**src/shared/wdt_defs.vh**
```
// Purpose: constants of the watchdog timer core
// Assumes: 20 MHz system clock, 32-bit classic Wishbone slave
// Notes:   offsets are byte addresses, one aligned word each
`ifndef WDT_DEFS_VH
`define WDT_DEFS_VH

// ----------------------------------------------------------------
// timing
// ----------------------------------------------------------------
`define WDT_CLK_HZ 20000000
`define WDT_BASE_US 1000
`define WDT_TICK_CYC ((`WDT_CLK_HZ / 1000000) * `WDT_BASE_US)

// ----------------------------------------------------------------
// watchdog mode configuration codes
// ----------------------------------------------------------------
`define WDT_MODE_ON 2'h3
`define WDT_MODE_AWAKE 2'h2
`define WDT_MODE_SOFT 2'h1
`define WDT_MODE_OFF 2'h0

// ----------------------------------------------------------------
// period select: timeout = 2**period_select base ticks
// ----------------------------------------------------------------
`define WDT_PS_W 5
`define WDT_PS_MAX 5'h12
`define WDT_PS_RST 5'h0b
`define WDT_CNT_W 19

// ----------------------------------------------------------------
// register offsets
// ----------------------------------------------------------------
`define WDT_ADR_CTRL 8'h00
`define WDT_ADR_STATUS 8'h04
`define WDT_ADR_IRQ_STAT 8'h08
`define WDT_ADR_IRQ_MASK 8'h0c
`define WDT_ADR_COUNT 8'h10

// ----------------------------------------------------------------
// field positions
// ----------------------------------------------------------------
`define WDT_CTRL_EN_BIT 0
`define WDT_CTRL_PS_LSB 1
`define WDT_CTRL_PS_MSB 5
`define WDT_ST_TIMEOUT_BIT 0
`define WDT_ST_PWRDN_BIT 1
`define WDT_ST_ACTIVE_BIT 2
`define WDT_ST_HOLD_BIT 3
`define WDT_IRQ_W 2
`define WDT_IRQ_RESET_BIT 0
`define WDT_IRQ_WAKE_BIT 1

`endif

```
**src/hw/wdt_tick.v**
```verilog
// Purpose: base time tick of the watchdog, one pulse per interval
// Assumes: runs from the system clock, stands in for the slow osc
// Notes:   restart on clear so each count starts a full interval
`timescale 1ns/100ps
`default_nettype none

module wdt_tick #(
    parameter TICK_CYCLES = 20000
) (
    input wire clk_i,
    input wire rst_i,
    input wire restart_i,
    output reg tick_o
);

    // ----------------------------------------------------------------
    // divider
    // ----------------------------------------------------------------
    reg [31:0] div_q;

    // count system clocks; pulse on the last one of each interval
    always @(posedge clk_i)
    begin
        if (rst_i || restart_i)
        begin
            div_q <= 32'h0000_0000;
            tick_o <= 1'b0;
        end
        else if (div_q == TICK_CYCLES - 1)
        begin
            div_q <= 32'h0000_0000;
            tick_o <= 1'b1;
        end
        else
        begin
            div_q <= div_q + 32'h0000_0001;
            tick_o <= 1'b0;
        end
    end

endmodule // wdt_tick
`default_nettype wire

```
**src/hw/wdt_core.v**
```verilog
// Purpose: watchdog timer with mode config, sleep and kick handling
// Assumes: core drives kick, sleep, reset and start-up timer levels
// Notes:   flags survive device resets, only power-on reset or a kick clears
//
// Local design decisions: the address map and the Wishbone register port.
`timescale 1ns/100ps
`default_nettype none
`include "wdt_defs.vh"

// What this block does
// - decode mode: on, awake only, soft, off
// - soft mode runs only while enable set
// - soft mode run state ignores sleep; sleep entry and exit still clear
// - period select gives 1 ms to 262144 ms
// - reset loads two second period
// - clear count on all listed events
// - sleep entry clears, then counting resumes
// - wake clears; crystal holds until start-up done
// - sleep timeout wakes instead of resetting
// - timeout sets timeout flag; sleep entry sets powerdown flag
// - awake-only mode stops count in sleep
// - soft mode disabled keeps count cleared
// - osc divider changes leave count alone
// - count from independent one millisecond tick
module wdt_core #(
    parameter TICK_CYCLES = `WDT_TICK_CYC
) (
    input wire clk_i,
    input wire rst_i,
    input wire dev_rst_i,
    input wire [1:0] watchdog_mode_config_i,
    input wire crystal_clock_i,
    input wire kick_instruction_i,
    input wire sleep_i,
    input wire osc_fail_i,
    input wire osc_startup_timer_i,
    input wire wb_cyc_i,
    input wire wb_stb_i,
    input wire wb_we_i,
    input wire [7:0] wb_adr_i,
    input wire [3:0] wb_sel_i,
    input wire [31:0] wb_dat_i,
    output reg [31:0] wb_dat_o,
    output reg wb_ack_o,
    output reg wdt_reset_o,
    output reg wake_o,
    output reg timeout_flag_o,
    output reg powerdown_flag_o,
    output wire irq_o
);

    // ----------------------------------------------------------------
    // declarations
    // ----------------------------------------------------------------
    reg [1:0] mode_s1_q;
    reg [1:0] mode_q;
    reg xtal_s1_q;
    reg xtal_q;
    reg sleep_prev_q;
    reg ost_prev_q;
    reg hold_q;
    reg soft_watchdog_enable_q;
    reg [`WDT_PS_W-1:0] period_select_q;
    reg [`WDT_CNT_W-1:0] cnt_q;
    reg [`WDT_IRQ_W-1:0] irq_stat_q;
    reg [`WDT_IRQ_W-1:0] irq_mask_q;
    reg active;
    wire sleep_enter;
    wire sleep_exit;
    wire clr;
    wire tick;
    wire expire;
    wire [`WDT_CNT_W-1:0] limit;
    wire [`WDT_PS_W-1:0] ps_eff;
    wire wb_req;
    wire wr;
    wire [`WDT_IRQ_W-1:0] irq_set;
    wire [`WDT_IRQ_W-1:0] irq_w1c;

    // ----------------------------------------------------------------
    // input synchronisers for the configuration pins
    // ----------------------------------------------------------------
    // static strap-like levels, still two flops before use
    always @(posedge clk_i)
    begin
        if (rst_i)
        begin
            mode_s1_q <= 2'h0;
            mode_q <= 2'h0;
            xtal_s1_q <= 1'b0;
            xtal_q <= 1'b0;
        end
        else
        begin
            mode_s1_q <= watchdog_mode_config_i;
            mode_q <= mode_s1_q;
            xtal_s1_q <= crystal_clock_i;
            xtal_q <= xtal_s1_q;
        end
    end

    // ----------------------------------------------------------------
    // mode decode
    // ----------------------------------------------------------------
    // whether the watchdog runs in the present device state
    always @*
    begin
        case (mode_q)
            `WDT_MODE_ON: active = 1'b1;
            `WDT_MODE_AWAKE: active = ~sleep_i;
            // sleep plays no part here
            `WDT_MODE_SOFT: active = soft_watchdog_enable_q;
            default: active = 1'b0;
        endcase
    end

    // ----------------------------------------------------------------
    // sleep and start-up tracking
    // ----------------------------------------------------------------
    assign sleep_enter = sleep_i & ~sleep_prev_q;
    assign sleep_exit = ~sleep_i & sleep_prev_q;

    // wake with a crystal clock holds the count until start-up ends
    always @(posedge clk_i)
    begin
        if (rst_i)
        begin
            sleep_prev_q <= 1'b0;
            ost_prev_q <= 1'b0;
            hold_q <= 1'b0;
        end
        else
        begin
            sleep_prev_q <= sleep_i;
            ost_prev_q <= osc_startup_timer_i;
            if (sleep_exit && xtal_q)
                hold_q <= 1'b1;
            else if (ost_prev_q && !osc_startup_timer_i)
                hold_q <= 1'b0;
            else if (dev_rst_i)
                hold_q <= 1'b0;
        end
    end

    // ----------------------------------------------------------------
    // count clear and expiry
    // ----------------------------------------------------------------
    // every clearing event; disabled covers soft mode with enable low
    assign clr = rst_i | dev_rst_i | kick_instruction_i
        | sleep_enter | sleep_exit | osc_fail_i
        | ~active | osc_startup_timer_i | hold_q;

    // clamp out-of-range selections to the longest period
    assign ps_eff = (period_select_q > `WDT_PS_MAX) ? `WDT_PS_MAX
        : period_select_q;
    // terminal count is 2**select - 1 base ticks
    assign limit = {`WDT_CNT_W{1'b1}}
        >> (`WDT_CNT_W - ps_eff);
    assign expire = active & ~clr & tick & (cnt_q == limit);

    // base tick, independent of the system oscillator divider
    wdt_tick #(
        .TICK_CYCLES(TICK_CYCLES)
    ) u_tick (
        .clk_i(clk_i),
        .rst_i(rst_i),
        .restart_i(clr),
        .tick_o(tick)
    );

    // the count; after sleep entry it resumes if still active
    always @(posedge clk_i)
    begin
        if (clr || expire)
            cnt_q <= {`WDT_CNT_W{1'b0}};
        else if (tick)
            cnt_q <= cnt_q + 1'b1;
    end

    // ----------------------------------------------------------------
    // timeout actions and status flags
    // ----------------------------------------------------------------
    // timeout in sleep wakes, timeout awake resets the device
    always @(posedge clk_i)
    begin
        if (rst_i)
        begin
            wdt_reset_o <= 1'b0;
            wake_o <= 1'b0;
        end
        else
        begin
            wdt_reset_o <= expire & ~sleep_i;
            wake_o <= expire & sleep_i;
        end
    end

    // flags only cleared by power-on reset or a kick
    always @(posedge clk_i)
    begin
        if (rst_i)
        begin
            timeout_flag_o <= 1'b0;
            powerdown_flag_o <= 1'b0;
        end
        else
        begin
            if (expire)
                timeout_flag_o <= 1'b1;
            else if (kick_instruction_i)
                timeout_flag_o <= 1'b0;
            if (sleep_enter)
                powerdown_flag_o <= 1'b1;
            else if (kick_instruction_i)
                powerdown_flag_o <= 1'b0;
        end
    end

    // ----------------------------------------------------------------
    // register bus
    // ----------------------------------------------------------------
    assign wb_req = wb_cyc_i & wb_stb_i & ~wb_ack_o;
    assign wr = wb_req & wb_we_i & wb_sel_i[0];

    // control register; device resets restore the default period
    always @(posedge clk_i)
    begin
        if (rst_i || dev_rst_i)
        begin
            soft_watchdog_enable_q <= 1'b0;
            period_select_q <= `WDT_PS_RST;
        end
        else if (wr && wb_adr_i == `WDT_ADR_CTRL)
        begin
            soft_watchdog_enable_q <= wb_dat_i[`WDT_CTRL_EN_BIT];
            period_select_q <=
                wb_dat_i[`WDT_CTRL_PS_MSB:`WDT_CTRL_PS_LSB];
        end
    end

    // sticky interrupt status, set wins over write-one-to-clear
    assign irq_set = {wake_o, wdt_reset_o};
    assign irq_w1c = (wr && wb_adr_i == `WDT_ADR_IRQ_STAT)
        ? wb_dat_i[`WDT_IRQ_W-1:0] : {`WDT_IRQ_W{1'b0}};

    always @(posedge clk_i)
    begin
        if (rst_i)
        begin
            irq_stat_q <= {`WDT_IRQ_W{1'b0}};
            irq_mask_q <= {`WDT_IRQ_W{1'b0}};
        end
        else
        begin
            irq_stat_q <= (irq_stat_q & ~irq_w1c) | irq_set;
            if (wr && wb_adr_i == `WDT_ADR_IRQ_MASK)
                irq_mask_q <= wb_dat_i[`WDT_IRQ_W-1:0];
        end
    end

    assign irq_o = |(irq_stat_q & irq_mask_q);

    // one wait state ack, read data registered; unmapped reads zero
    always @(posedge clk_i)
    begin
        if (rst_i)
        begin
            wb_ack_o <= 1'b0;
            wb_dat_o <= 32'h0000_0000;
        end
        else
        begin
            wb_ack_o <= wb_req;
            wb_dat_o <= 32'h0000_0000;
            if (wb_adr_i == `WDT_ADR_CTRL)
            begin
                wb_dat_o[`WDT_CTRL_EN_BIT] <= soft_watchdog_enable_q;
                wb_dat_o[`WDT_CTRL_PS_MSB:`WDT_CTRL_PS_LSB] <=
                    period_select_q;
            end
            else if (wb_adr_i == `WDT_ADR_STATUS)
            begin
                wb_dat_o[`WDT_ST_TIMEOUT_BIT] <= timeout_flag_o;
                wb_dat_o[`WDT_ST_PWRDN_BIT] <= powerdown_flag_o;
                wb_dat_o[`WDT_ST_ACTIVE_BIT] <= active;
                wb_dat_o[`WDT_ST_HOLD_BIT] <= hold_q;
            end
            else if (wb_adr_i == `WDT_ADR_IRQ_STAT)
                wb_dat_o[`WDT_IRQ_W-1:0] <= irq_stat_q;
            else if (wb_adr_i == `WDT_ADR_IRQ_MASK)
                wb_dat_o[`WDT_IRQ_W-1:0] <= irq_mask_q;
            else if (wb_adr_i == `WDT_ADR_COUNT)
                wb_dat_o[`WDT_CNT_W-1:0] <= cnt_q;
        end
    end

endmodule // wdt_core
`default_nettype wire

```
**config.mk**
```make
export PLATFORM = sky130hd
export DESIGN_NAME = wdt_core
export DESIGN_NICKNAME = d
export VERILOG_FILES = /design/src/hw/wdt_tick.v /design/src/hw/wdt_core.v
export VERILOG_INCLUDE_DIRS = /design/src /design/src/shared
export SDC_FILE = /design/constraint.sdc
export NUM_CORES = 1
export LEC_CHECK = 0
export ABC_AREA = 1
export BUFFER_PORTS_ARGS = -buffer_cell sky130_fd_sc_hd__buf_2
export CAP_MARGIN = 20
export CELL_PAD_IN_SITES_DETAIL_PLACEMENT = 1
export CELL_PAD_IN_SITES_GLOBAL_PLACEMENT = 2
export CORE_ASPECT_RATIO = 0.7
export CORE_MARGIN = 2
export CORE_UTILIZATION = 32
export CTS_BUF_LIST = sky130_fd_sc_hd__clkbuf_16
export CTS_CLUSTER_SIZE = 20
export DETAILED_ROUTE_END_ITERATION = 16
export GPL_ROUTABILITY_DRIVEN = 0
export PLACE_DENSITY_LB_ADDON = 0.1
export SYNTH_ARGS = -nofsm -noshare
export SYNTH_HDL_FRONTEND = slang
export SYNTH_SLANG_ARGS = --single-unit
```
**constraint.sdc**
```tcl
create_clock -name clk_i -period 5.25 [get_ports clk_i]
set_input_delay 0.525 -clock clk_i [delete_from_list [all_inputs] [get_ports clk_i]]
set_output_delay 0.525 -clock clk_i [all_outputs]
set_load 0.02 [all_outputs]
```
Word level (Yosys, flattened, before mapping)
Index checks and enable logic that the tools add are counted.
{"block": "totals", "register_bits": 108, "input_bits": 57, "out_inout_bits": 38, "wordCells": 99}
{"block": "classes", "addsub": 3, "magnitude_cmp": 1, "n_eq_ne": 9, "shifts": 1, "mux": 18, "bitwise_logic": 29, "n_reduce_logical": 16}
{"operator": "2-to-1 mux 17 bit", "count": 2}
{"operator": "adder 32 x 1 -> 32 bit (second input constant)", "count": 1}
{"operator": "equality test 32 x 15 -> 1 bit (second input constant)", "count": 1}
{"operator": ">> shifter 19 x 32 -> 19 bit (first input constant)", "count": 1}
{"operator": "adder 19 x 1 -> 19 bit (second input constant)", "count": 1}
{"operator": "equality test 19 bit", "count": 1}
{"operator": "2-to-1 mux 19 bit", "count": 1}
{"operator": "equality test 8 x 4 -> 1 bit (second input constant)", "count": 2}
{"operator": "2-to-1 mux 15 bit", "count": 1}
{"operator": "AND 1 bit", "count": 11}
{"operator": "equality test 8 x 3 -> 1 bit (second input constant)", "count": 1}
{"operator": "equality test 8 x 5 -> 1 bit (second input constant)", "count": 1}
{"operator": "zero test 8 bit", "count": 1}
{"operator": "OR 1 bit", "count": 8}
{"operator": "2-to-1 mux 1 bit", "count": 7}
{"operator": "2-to-1 mux 2 bit", "count": 3}
{"operator": "2-to-1 mux 6 bit", "count": 1}
{"operator": "inverter 1 bit", "count": 6}
{"operator": "OR reduction 6 bit", "count": 1}
{"operator": "subtractor 5 x 5 -> 6 bit (first input constant)", "count": 1}
{"operator": "greater-than comparator 5 bit (second input constant)", "count": 1}
{"operator": "logical AND 1 bit", "count": 5}
{"operator": "2-to-1 mux 5 bit", "count": 1}
{"operator": "AND 2 bit", "count": 2}
{"operator": "other kinds (11)", "count": 16}

Logic depth before layout (Yosys ltp)
Gate-level depths: netlist of the first run.
{"block": "logic_depth", "depth_word": 13, "mapped_depth": 21, "ltp_nobuf": 19}

By module
Synthesis of the first run repeated with hierarchy kept, for this count alone.
{"block": "hier_totals", "cells_unflattened": 750, "area_unflattened_um2": 4963.5}
{"module": "wdt_core", "instances": 1, "cells_per_inst": 441, "area_per_inst_um2": 3052.9, "seq_area_each_um2": 1241.2}
{"module": "wdt_tick", "instances": 1, "cells_per_inst": 309, "area_per_inst_um2": 1910.6, "seq_area_each_um2": 660.6}

Least setup slack after synthesis of the first run
OpenSTA, ideal clock, no wires.
{"block": "synth_timing", "path_type": "register -> register", "start": "reg period_select_q[2]", "end": "reg cnt_q[13]", "arrival_ns": 2.343, "path_slack_ns": 2.790, "path_stages_with_launch": 18, "path_buffers": 3, "period_less_slack_ns": 2.460, "path_cell_list": "dfxtp_1 > clkbuf_2 > nor2_1 > nand2_1 > nand2_1 > nand2_1 > ha_1 > inv_1 > buf_4 > o21ai_0 > o211ai_1 > nand2_1 > nand4_1 > nor2_1 > nand2_2 > nand2_4 > buf_6 > nor2_1"}
{"block": "synth_between", "elab_chain_len": 7}
{"item": "start, declared", "line": "wdt_core.v:63", "rtl": "reg [`WDT_PS_W-1:0] period_select_q;"}
{"item": "start signal, assigned", "line": "wdt_core.v:231", "rtl": "period_select_q <= `WDT_PS_RST;"}
{"item": "start signal, assigned", "line": "wdt_core.v:236", "rtl": "period_select_q <="}
{"item": "greater-than comparator 5 bit (no line)"}
{"item": "2-to-1 mux 5 bit *", "line": "wdt_core.v:154", "rtl": "assign ps_eff = (period_select_q > `WDT_PS_MAX) ? `WDT_PS_MAX"}
{"item": "subtractor 5 x 5 -> 6 bit (no line) *"}
{"item": ">> shifter 19 x 32 -> 19 bit *", "line": "wdt_core.v:157", "rtl": "assign limit = {`WDT_CNT_W{1'b1}}"}
{"item": "equality test 19 bit *", "line": "wdt_core.v:159", "rtl": "assign expire = active & ~clr & tick & (cnt_q == limit);"}
{"item": "AND 1 bit *", "line": "wdt_core.v:159"}
{"item": "logical OR 1 bit *", "line": "wdt_core.v:174", "rtl": "if (clr || expire)"}
{"item": "end signal, assigned", "line": "wdt_core.v:175", "rtl": "cnt_q <= {`WDT_CNT_W{1'b0}};"}
{"item": "end signal, assigned", "line": "wdt_core.v:177", "rtl": "cnt_q <= cnt_q + 1'b1;"}
{"item": "end, declared", "line": "wdt_core.v:64", "rtl": "reg [`WDT_CNT_W-1:0] cnt_q;"}
Every way passes the cells marked *; elsewhere a longest branch is shown, timed or not.
A chain may end at the register's enable or synchronous reset.

Worst setup path in the final report of the first run
{"block": "layout_timing", "start": "reg period_select_q[2]", "end": "reg cnt_q[6]"}
The elaborated chain is that of the path after synthesis.

==> results of run 1 <==
-- layout make-up --
type                    instances  area, um2
well taps                     195        244
multi-input cells             462       2310
inverters                     102        383
fillers                      1882       9180
clock buffers                   9        225
flip-flops and latches         95       1900
clock inverters                 6       38.8
repair buffers                 52        260
-- Yosys cell counts (6+ instances only) --
cell type,number,area (um2)
nor3_1,22,110
nor4_1,7,43.8
nor2_1,108,405
buf_4,15,113
o211ai_1,7,52.6
a21oi_1,26,130
nand4_1,21,131
nand3_1,40,200
nand2_2,6,37.5
dfxtp_1,95,1900
xor2_1,22,193
inv_1,99,372
nor2_2,7,43.8
nand2_1,118,443
o21ai_0,26,130
-- final timing paths --
path	cells after the start	endpoint	start
setup / recovery	17	cnt_q[6]$_SDFFE_PP0P_	period_select_q[2]$_SDFFE_PP0P_
setup reg to reg	17	cnt_q[6]$_SDFFE_PP0P_	period_select_q[2]$_SDFFE_PP0P_
hold / removal	2	wdt_reset_o$_SDFF_PP0_	sleep_i
hold reg to reg	2	mode_q[1]$_SDFF_PP0_	mode_s1_q[1]$_SDFF_PP0_
-- registers in the layout, indices dropped and copies added, names as in the netlist, 2 cells and up --
name	flops
cnt_q	19
irq_mask_q	2
irq_stat_q	2
mode_q	2
mode_s1_q	2
period_select_q	5
u_tick.div_q	32
wb_dat_o	19
-- worst max-delay path: cells and delay by family (launching register included) --
family,cells,cell delay [ps]
and+or+nand+nor,15,1660
adders and majority gates,1,280
buffers and inverters,1,360
DFF,1,550
-- metrics by stage --
step / total power, mW / setup WS, ps / hold WS, ps
finish: 1.37 / 2280 / 381
global route: 1.44 / 1950 / 361
CTS: 1.40 / 2310 / 359
detailed placement: 0.782 / 2230 / 410
global placement: 0.781 / 2340 / 408
floorplan: 0.772 / 2790 / 388
-- power by group --
part           internal [mW]  switching [mW]  total (mW)
Sequential             0.724         0.00192       0.726
Combinational         0.0121          0.0268      0.0390
Clock                  0.317           0.293       0.609
-- routing by layer --
layer  share of wire, %  GRT usage, %  wire, um
met1                 56          28.9      7700
met2                 37          25.1      5110
met3                5.9          4.11       817
met4                1.2          4.90       161
met5                  0             0         0
-- cells by family after synthesis --
group                    synth area share (%)
other                                  0.0798
AO/OA/AOI/OAI                            9.35
buffers and inverters                    11.3
adder cells (fa/ha/maj)                 0.799
XOR/XNOR                                 4.66
AND/OR/NAND/NOR                          33.3
flip-flops                               40.5
==> results.toml, run 1 <==
[global_routing]
antenna_found_initial = 0
grt_max_degree = 20
grt_pass1_vias = 4256
overflow = 0
grt_first_pass_wirelength_um = 22600
grt_usage_pct = 18.5

[logic_synthesis]
synth-warning-count = 0
syn_area_um2 = 4700
synth-seq-area-share_pct = 40.5
syn_inst = 669
synth_edf_count = 0
synth-main-ff-cell = "dfxtp_1"
syn_area_per_cell_um2 = 7.02
async_flop_share_pct = 0
yosys_register_bits = 95
synth.distinct_cells = 42

[power]
pwr_density_cell_nw_per_um2 = 256
peakVddDrop_mv = 0.136
p_leak_nw = 2.11

[final_layout]
final_core_util_pct = 36.9
drive_above_1_share_pct = 12.9
final_area_um2 = 5360
fin_nets = 782
final_cell_mix = "118 x nand2_1, 108 x nor2_1, 99 x inv_1, 95 x dfxtp_1, 52 x buf_2"
antenna_cells = 0
fin_cells = 921
layout_commonest_cell = "nand2_1"
area_growth_pct = 14.1

[worst_setup_path]
cp_max_fo = 19
crit_top_cell = "nand2_1"
cp.required_ps = 5490
r2r_slack_ps = 2280
slowest_stage = "dfxtp_1"
worstPathCellList = "nor2_1 > nand2_1 > nand2_1 > nand2_1 > ha_1 > inv_1 > nand2_2 > nand2_1 > nand2_1 > nor2_1 > nand2_1 > nor2_1 > nand4_1 > nor2_1 > nand2_2 > nand2_4 > nor2_1"
cp.arrival_ps = 3200
cp-end-kind = "flop"
crit_path_start_kind = "flop"
cpPeakStageDelay_ps = 550
critical_path_class = "reg2reg"

[route]
wirelength_um = 13800
vias = 4387
routed_via_density = 4.76
wire_per_inst_um = 15.0
drc = 0
firstDrtPassIters = 4
ant_nets = 0
drt_iter0_markers = 211

[worst_hold_path]
hp-class = "in2reg"

[place]
dpl.hpwl_um = 10700
portBuffers = 52
placed_cells = 906
dpl_cell_area_um2 = 5100

[sta]
rsz0062_at_grt = "no"
fmax_ghz = 0.337
clock_skew_ps = 5.70
finalSetupViolCount = 0
drv_slew = 0
period_minus_slack_ps = 2970
setup_tns_ps = 0
hold_viol = 0
fin_crit_sh_pct = 56.5
relSlewSlack_pct = 39.6
worstMarginPinSlew_ps = 897

[clocking]
cts_setup_buffers = 0
cts_resized = 0
cts_tree = "yes"
clock_sinks = 95
ctsHtreeMaxLevel = 3
cts_hold_buf = 0
clock_path_buffers = 2
cts.clk_slew.worst_paths_ps = 70
numCtsBuffers = 9
clk_latency_ps = 350
cts_root_buf = "clkbuf_16"

[flow_run]
maxCapViolCount = 0

[floorplanning]
die_x_um = 149
start_util_pct = 32.3
placementRows = 37
ioPinCount = 95
core_um2 = 14500
die_h_um = 105
die_area_um2 = 15700

[run_status]
status = "finished clean"
No activity file was read; power rests on OpenSTA's default activity.
==> run 2, diff against run 1 <==
--- a/config.mk
+++ b/config.mk
@@ -6,7 +6,7 @@
 export SDC_FILE = /design/constraint.sdc
 export NUM_CORES = 1
 export LEC_CHECK = 0
-export ABC_AREA = 1
+export ABC_AREA = 0
 export BUFFER_PORTS_ARGS = -buffer_cell sky130_fd_sc_hd__buf_2
 export CAP_MARGIN = 20
 export CELL_PAD_IN_SITES_DETAIL_PLACEMENT = 1
==> constraint.sdc (replaced) <==
create_clock -name clk_i -period 2.8 [get_ports clk_i]
set_input_delay 0.28 -clock clk_i [delete_from_list [all_inputs] [get_ports clk_i]]
set_output_delay 0.28 -clock clk_i [all_outputs]
set_load 0.02 [all_outputs]
==> run 2 against run 1 <==
Net effect: design area up 3.8%; sequential share of layout area down 1.2 points; combinational power up 94%; largest cell class unchanged; clock power up 99%; non-clock buffer count up 31; count of clock-buffer cells in the layout unchanged; sequential power up 87%.
==> results.toml, run 2 <==
[floorplanning]
die_x_um = 148
start_util_pct = 33.2
die_h_um = 105
placementRows = 36
die_area_um2 = 15600
ioPinCount = 95
core_um2 = 14100

[final_layout]
final.fill_count = 1686
largest_reg_flops = 32
antenna_cells = 0
top_register = "u_tick.div_q"
layout_commonest_cell = "dfxtp_1"
fin_cells = 807
fin_nets = 672
area_growth_pct = 19.0
drive_above_1_share_pct = 19.8
top_regs = "u_tick.div_q (32), cnt_q (19), wb_dat_o (19)"
final_cell_mix = "94 x dfxtp_1, 70 x nor2_1, 52 x buf_2, 38 x nand2_1, 35 x nor3_1"

[route]
drt_iter0_markers = 166
ant_nets = 0
routed_via_density = 5.05
vias = 4079
drc = 0
wire_per_inst_um = 16.6
firstDrtPassIters = 5
wirelength_um = 13400

[logic_synthesis]
syn_area_per_cell_um2 = 8.45
netlist.area_leader.share_pct = 40.7
ys_top_cells_by_area = "dfxtp_1 41%, nor2_1 5.6%, xor2_1 5.2%"
synth-warning-count = 0
yosys_register_bits = 95
synth.top_cells.by_count = "95 x dfxtp_1, 70 x nor2_1, 39 x nand2_1"
syn_area_um2 = 4670
synth-main-ff-cell = "dfxtp_1"
yosysTopAreaCell = "dfxtp_1"
yosysMostFrequentCell = "dfxtp_1"
synth.distinct_cells = 61
syn_inst = 553
synth-seq-area-share_pct = 40.7
async_flop_share_pct = 0
synth_edf_count = 0

[flow_run]
maxCapViolCount = 0

[clocking]
numCtsBuffers = 9
ctsHtreeMaxLevel = 3
cts.clk_slew.worst_paths_ps = 70
cts_tree = "yes"
cts_root_buf = "clkbuf_16"
clock_sinks = 95
clock_path_buffers = 2
clk_latency_ps = 350

[power]
pwr_density_cell_nw_per_um2 = 475
peakVddDrop_mv = 0.234
p_leak_nw = 2.08

[run_status]
status = "finished clean"

[sta]
hold_viol = 0
clock_skew_ps = 7.70
layout_setup_ws_ps = 137
worstMarginPinSlew_ps = 480
fmax_ghz = 0.376
whs_ps = 135
drv_slew = 0
period_minus_slack_ps = 2660
finalSetupViolCount = 0
fin_crit_sh_pct = 95.1
setup_tns_ps = 0
relSlewSlack_pct = 67.5

[place]
dp_slack_ps = -134
dpl.hpwl_um = 9790
portBuffers = 52
placed_cells = 786

[global_routing]
antenna_found_initial = 0
overflow = 0
grt_usage_pct = 18.4
grt_pass1_vias = 4122
grt_first_pass_wirelength_um = 22500
grt_max_degree = 32

[worst_setup_path]
crit_path_start_kind = "flop"
cp_max_fo = 6
cp-end-kind = "flop"
cp.required_ps = 3100
cp.arrival_ps = 2960
critical_path_class = "reg2reg"

[worst_hold_path]
hp-class = "in2reg"
## run 2: cell types whose count changed after synthesis, moves of 13 or more
cell | before | now
a21oi_1 | 26 | 11
inv_1 | 99 | 14
clkbuf_1 | 4 | 21
o21ai_0 | 26 | 10
nor3_1 | 22 | 35
xnor2_1 | 3 | 24
nor2b_1 | 0 | 14
and2_1 | 0 | 18
nor2_1 | 108 | 70
nand2_1 | 118 | 39
## run 2: cell type report
class | count | area, um2 | share of cell area, %
clock inverters | 7 | 61.3 | 1.10
multi-input cells | 409 | 2550 | 45.9
inverters | 14 | 52.6 | 0.944
well taps | 190 | 238 | 4.27
clock buffers | 9 | 225 | 4.05
flip-flops and latches | 95 | 1910 | 34.2
repair buffers | 83 | 528 | 9.49
## run 2: cells by family (layout without fill, tap and decap cells)
kind of cell / count (synthesis) / in the layout / share of synthesized area, %
AO/OA/AOI/OAI: 63 / 63 / 9.56
buffers and inverters: 61 / 113 / 6.85
other: 1 / 13 / 0.0802
multiplexers: 8 / 8 / 1.71
AND/OR/NAND/NOR: 269 / 269 / 30.0
flip-flops: 95 / 95 / 40.7
adder cells (fa/ha/maj): 3 / 3 / 0.803
XOR/XNOR: 53 / 53 / 10.3
## run 2: worst paths after layout
check                                                startpoint                       to  slack [ps]  cells past startpoint
worst min-delay path                  watchdog_mode_config_i[1]  mode_s1_q[1]$_SDFF_PP0_         130                      2
worst min register to register          mode_s1_q[0]$_SDFF_PP0_     mode_q[0]$_SDFF_PP0_         440                      1
worst max register to register  period_select_q[4]$_SDFFE_PP0P_   wdt_reset_o$_SDFF_PP0_         140                     12
worst max-delay path            period_select_q[4]$_SDFFE_PP0P_   wdt_reset_o$_SDFF_PP0_         140                     12
## run 2: routing by layer
| metal | vias to the layer above | GRT usage [%] | wire length (um) |
|---|---|---|---|
| li1 | 2011 | - | - |
| met1 | 1937 | 27.5 | 6900 |
| met2 | 115 | 25.7 | 5390 |
| met3 | 16 | 4.32 | 877 |
| met4 | 0 | 5.99 | 218 |
| met5 | - | 0 | 0 |
## run 2: stage by stage
| step | instance area [um2] | total power [mW] | utilization [%] |
|---|---|---|---|
| final | 5560 | 2.64 | 39.5 |
| after global placement | 5140 | 1.47 | 36.5 |
| after floorplan | 4720 | 1.45 | - |
| after detailed placement | 5140 | 1.47 | 36.5 |
| after CTS | 5500 | 2.69 | 39.0 |
| after global routing | 5560 | 2.76 | 39.5 |
## run 2: where the power goes
part,switching (mW),internal [mW]
Sequential,0.00392,1.36
Combinational,0.0496,0.0260
Clock,0.588,0.620
## run 2: what timing repair did
action,in CTS,in global routing
endpoints found under the setup margin,22,22
resized for setup,11,13
setup buffers,1,2
pin swaps,1,4
gates cloned,2,0
hold buffers,0,0
## run 2: worst max-delay path, cell delays in order (launching register included)
cell	delay, ps
dfxtp_4	360
nand2b_4	150
ha_4	310
or2_4	140
buf_4	110
o21bai_1	80
a2111oi_2	370
a31oi_1	70
or3_1	370
nor4_4	210
buf_4	190
buf_6	130
and2_1	120
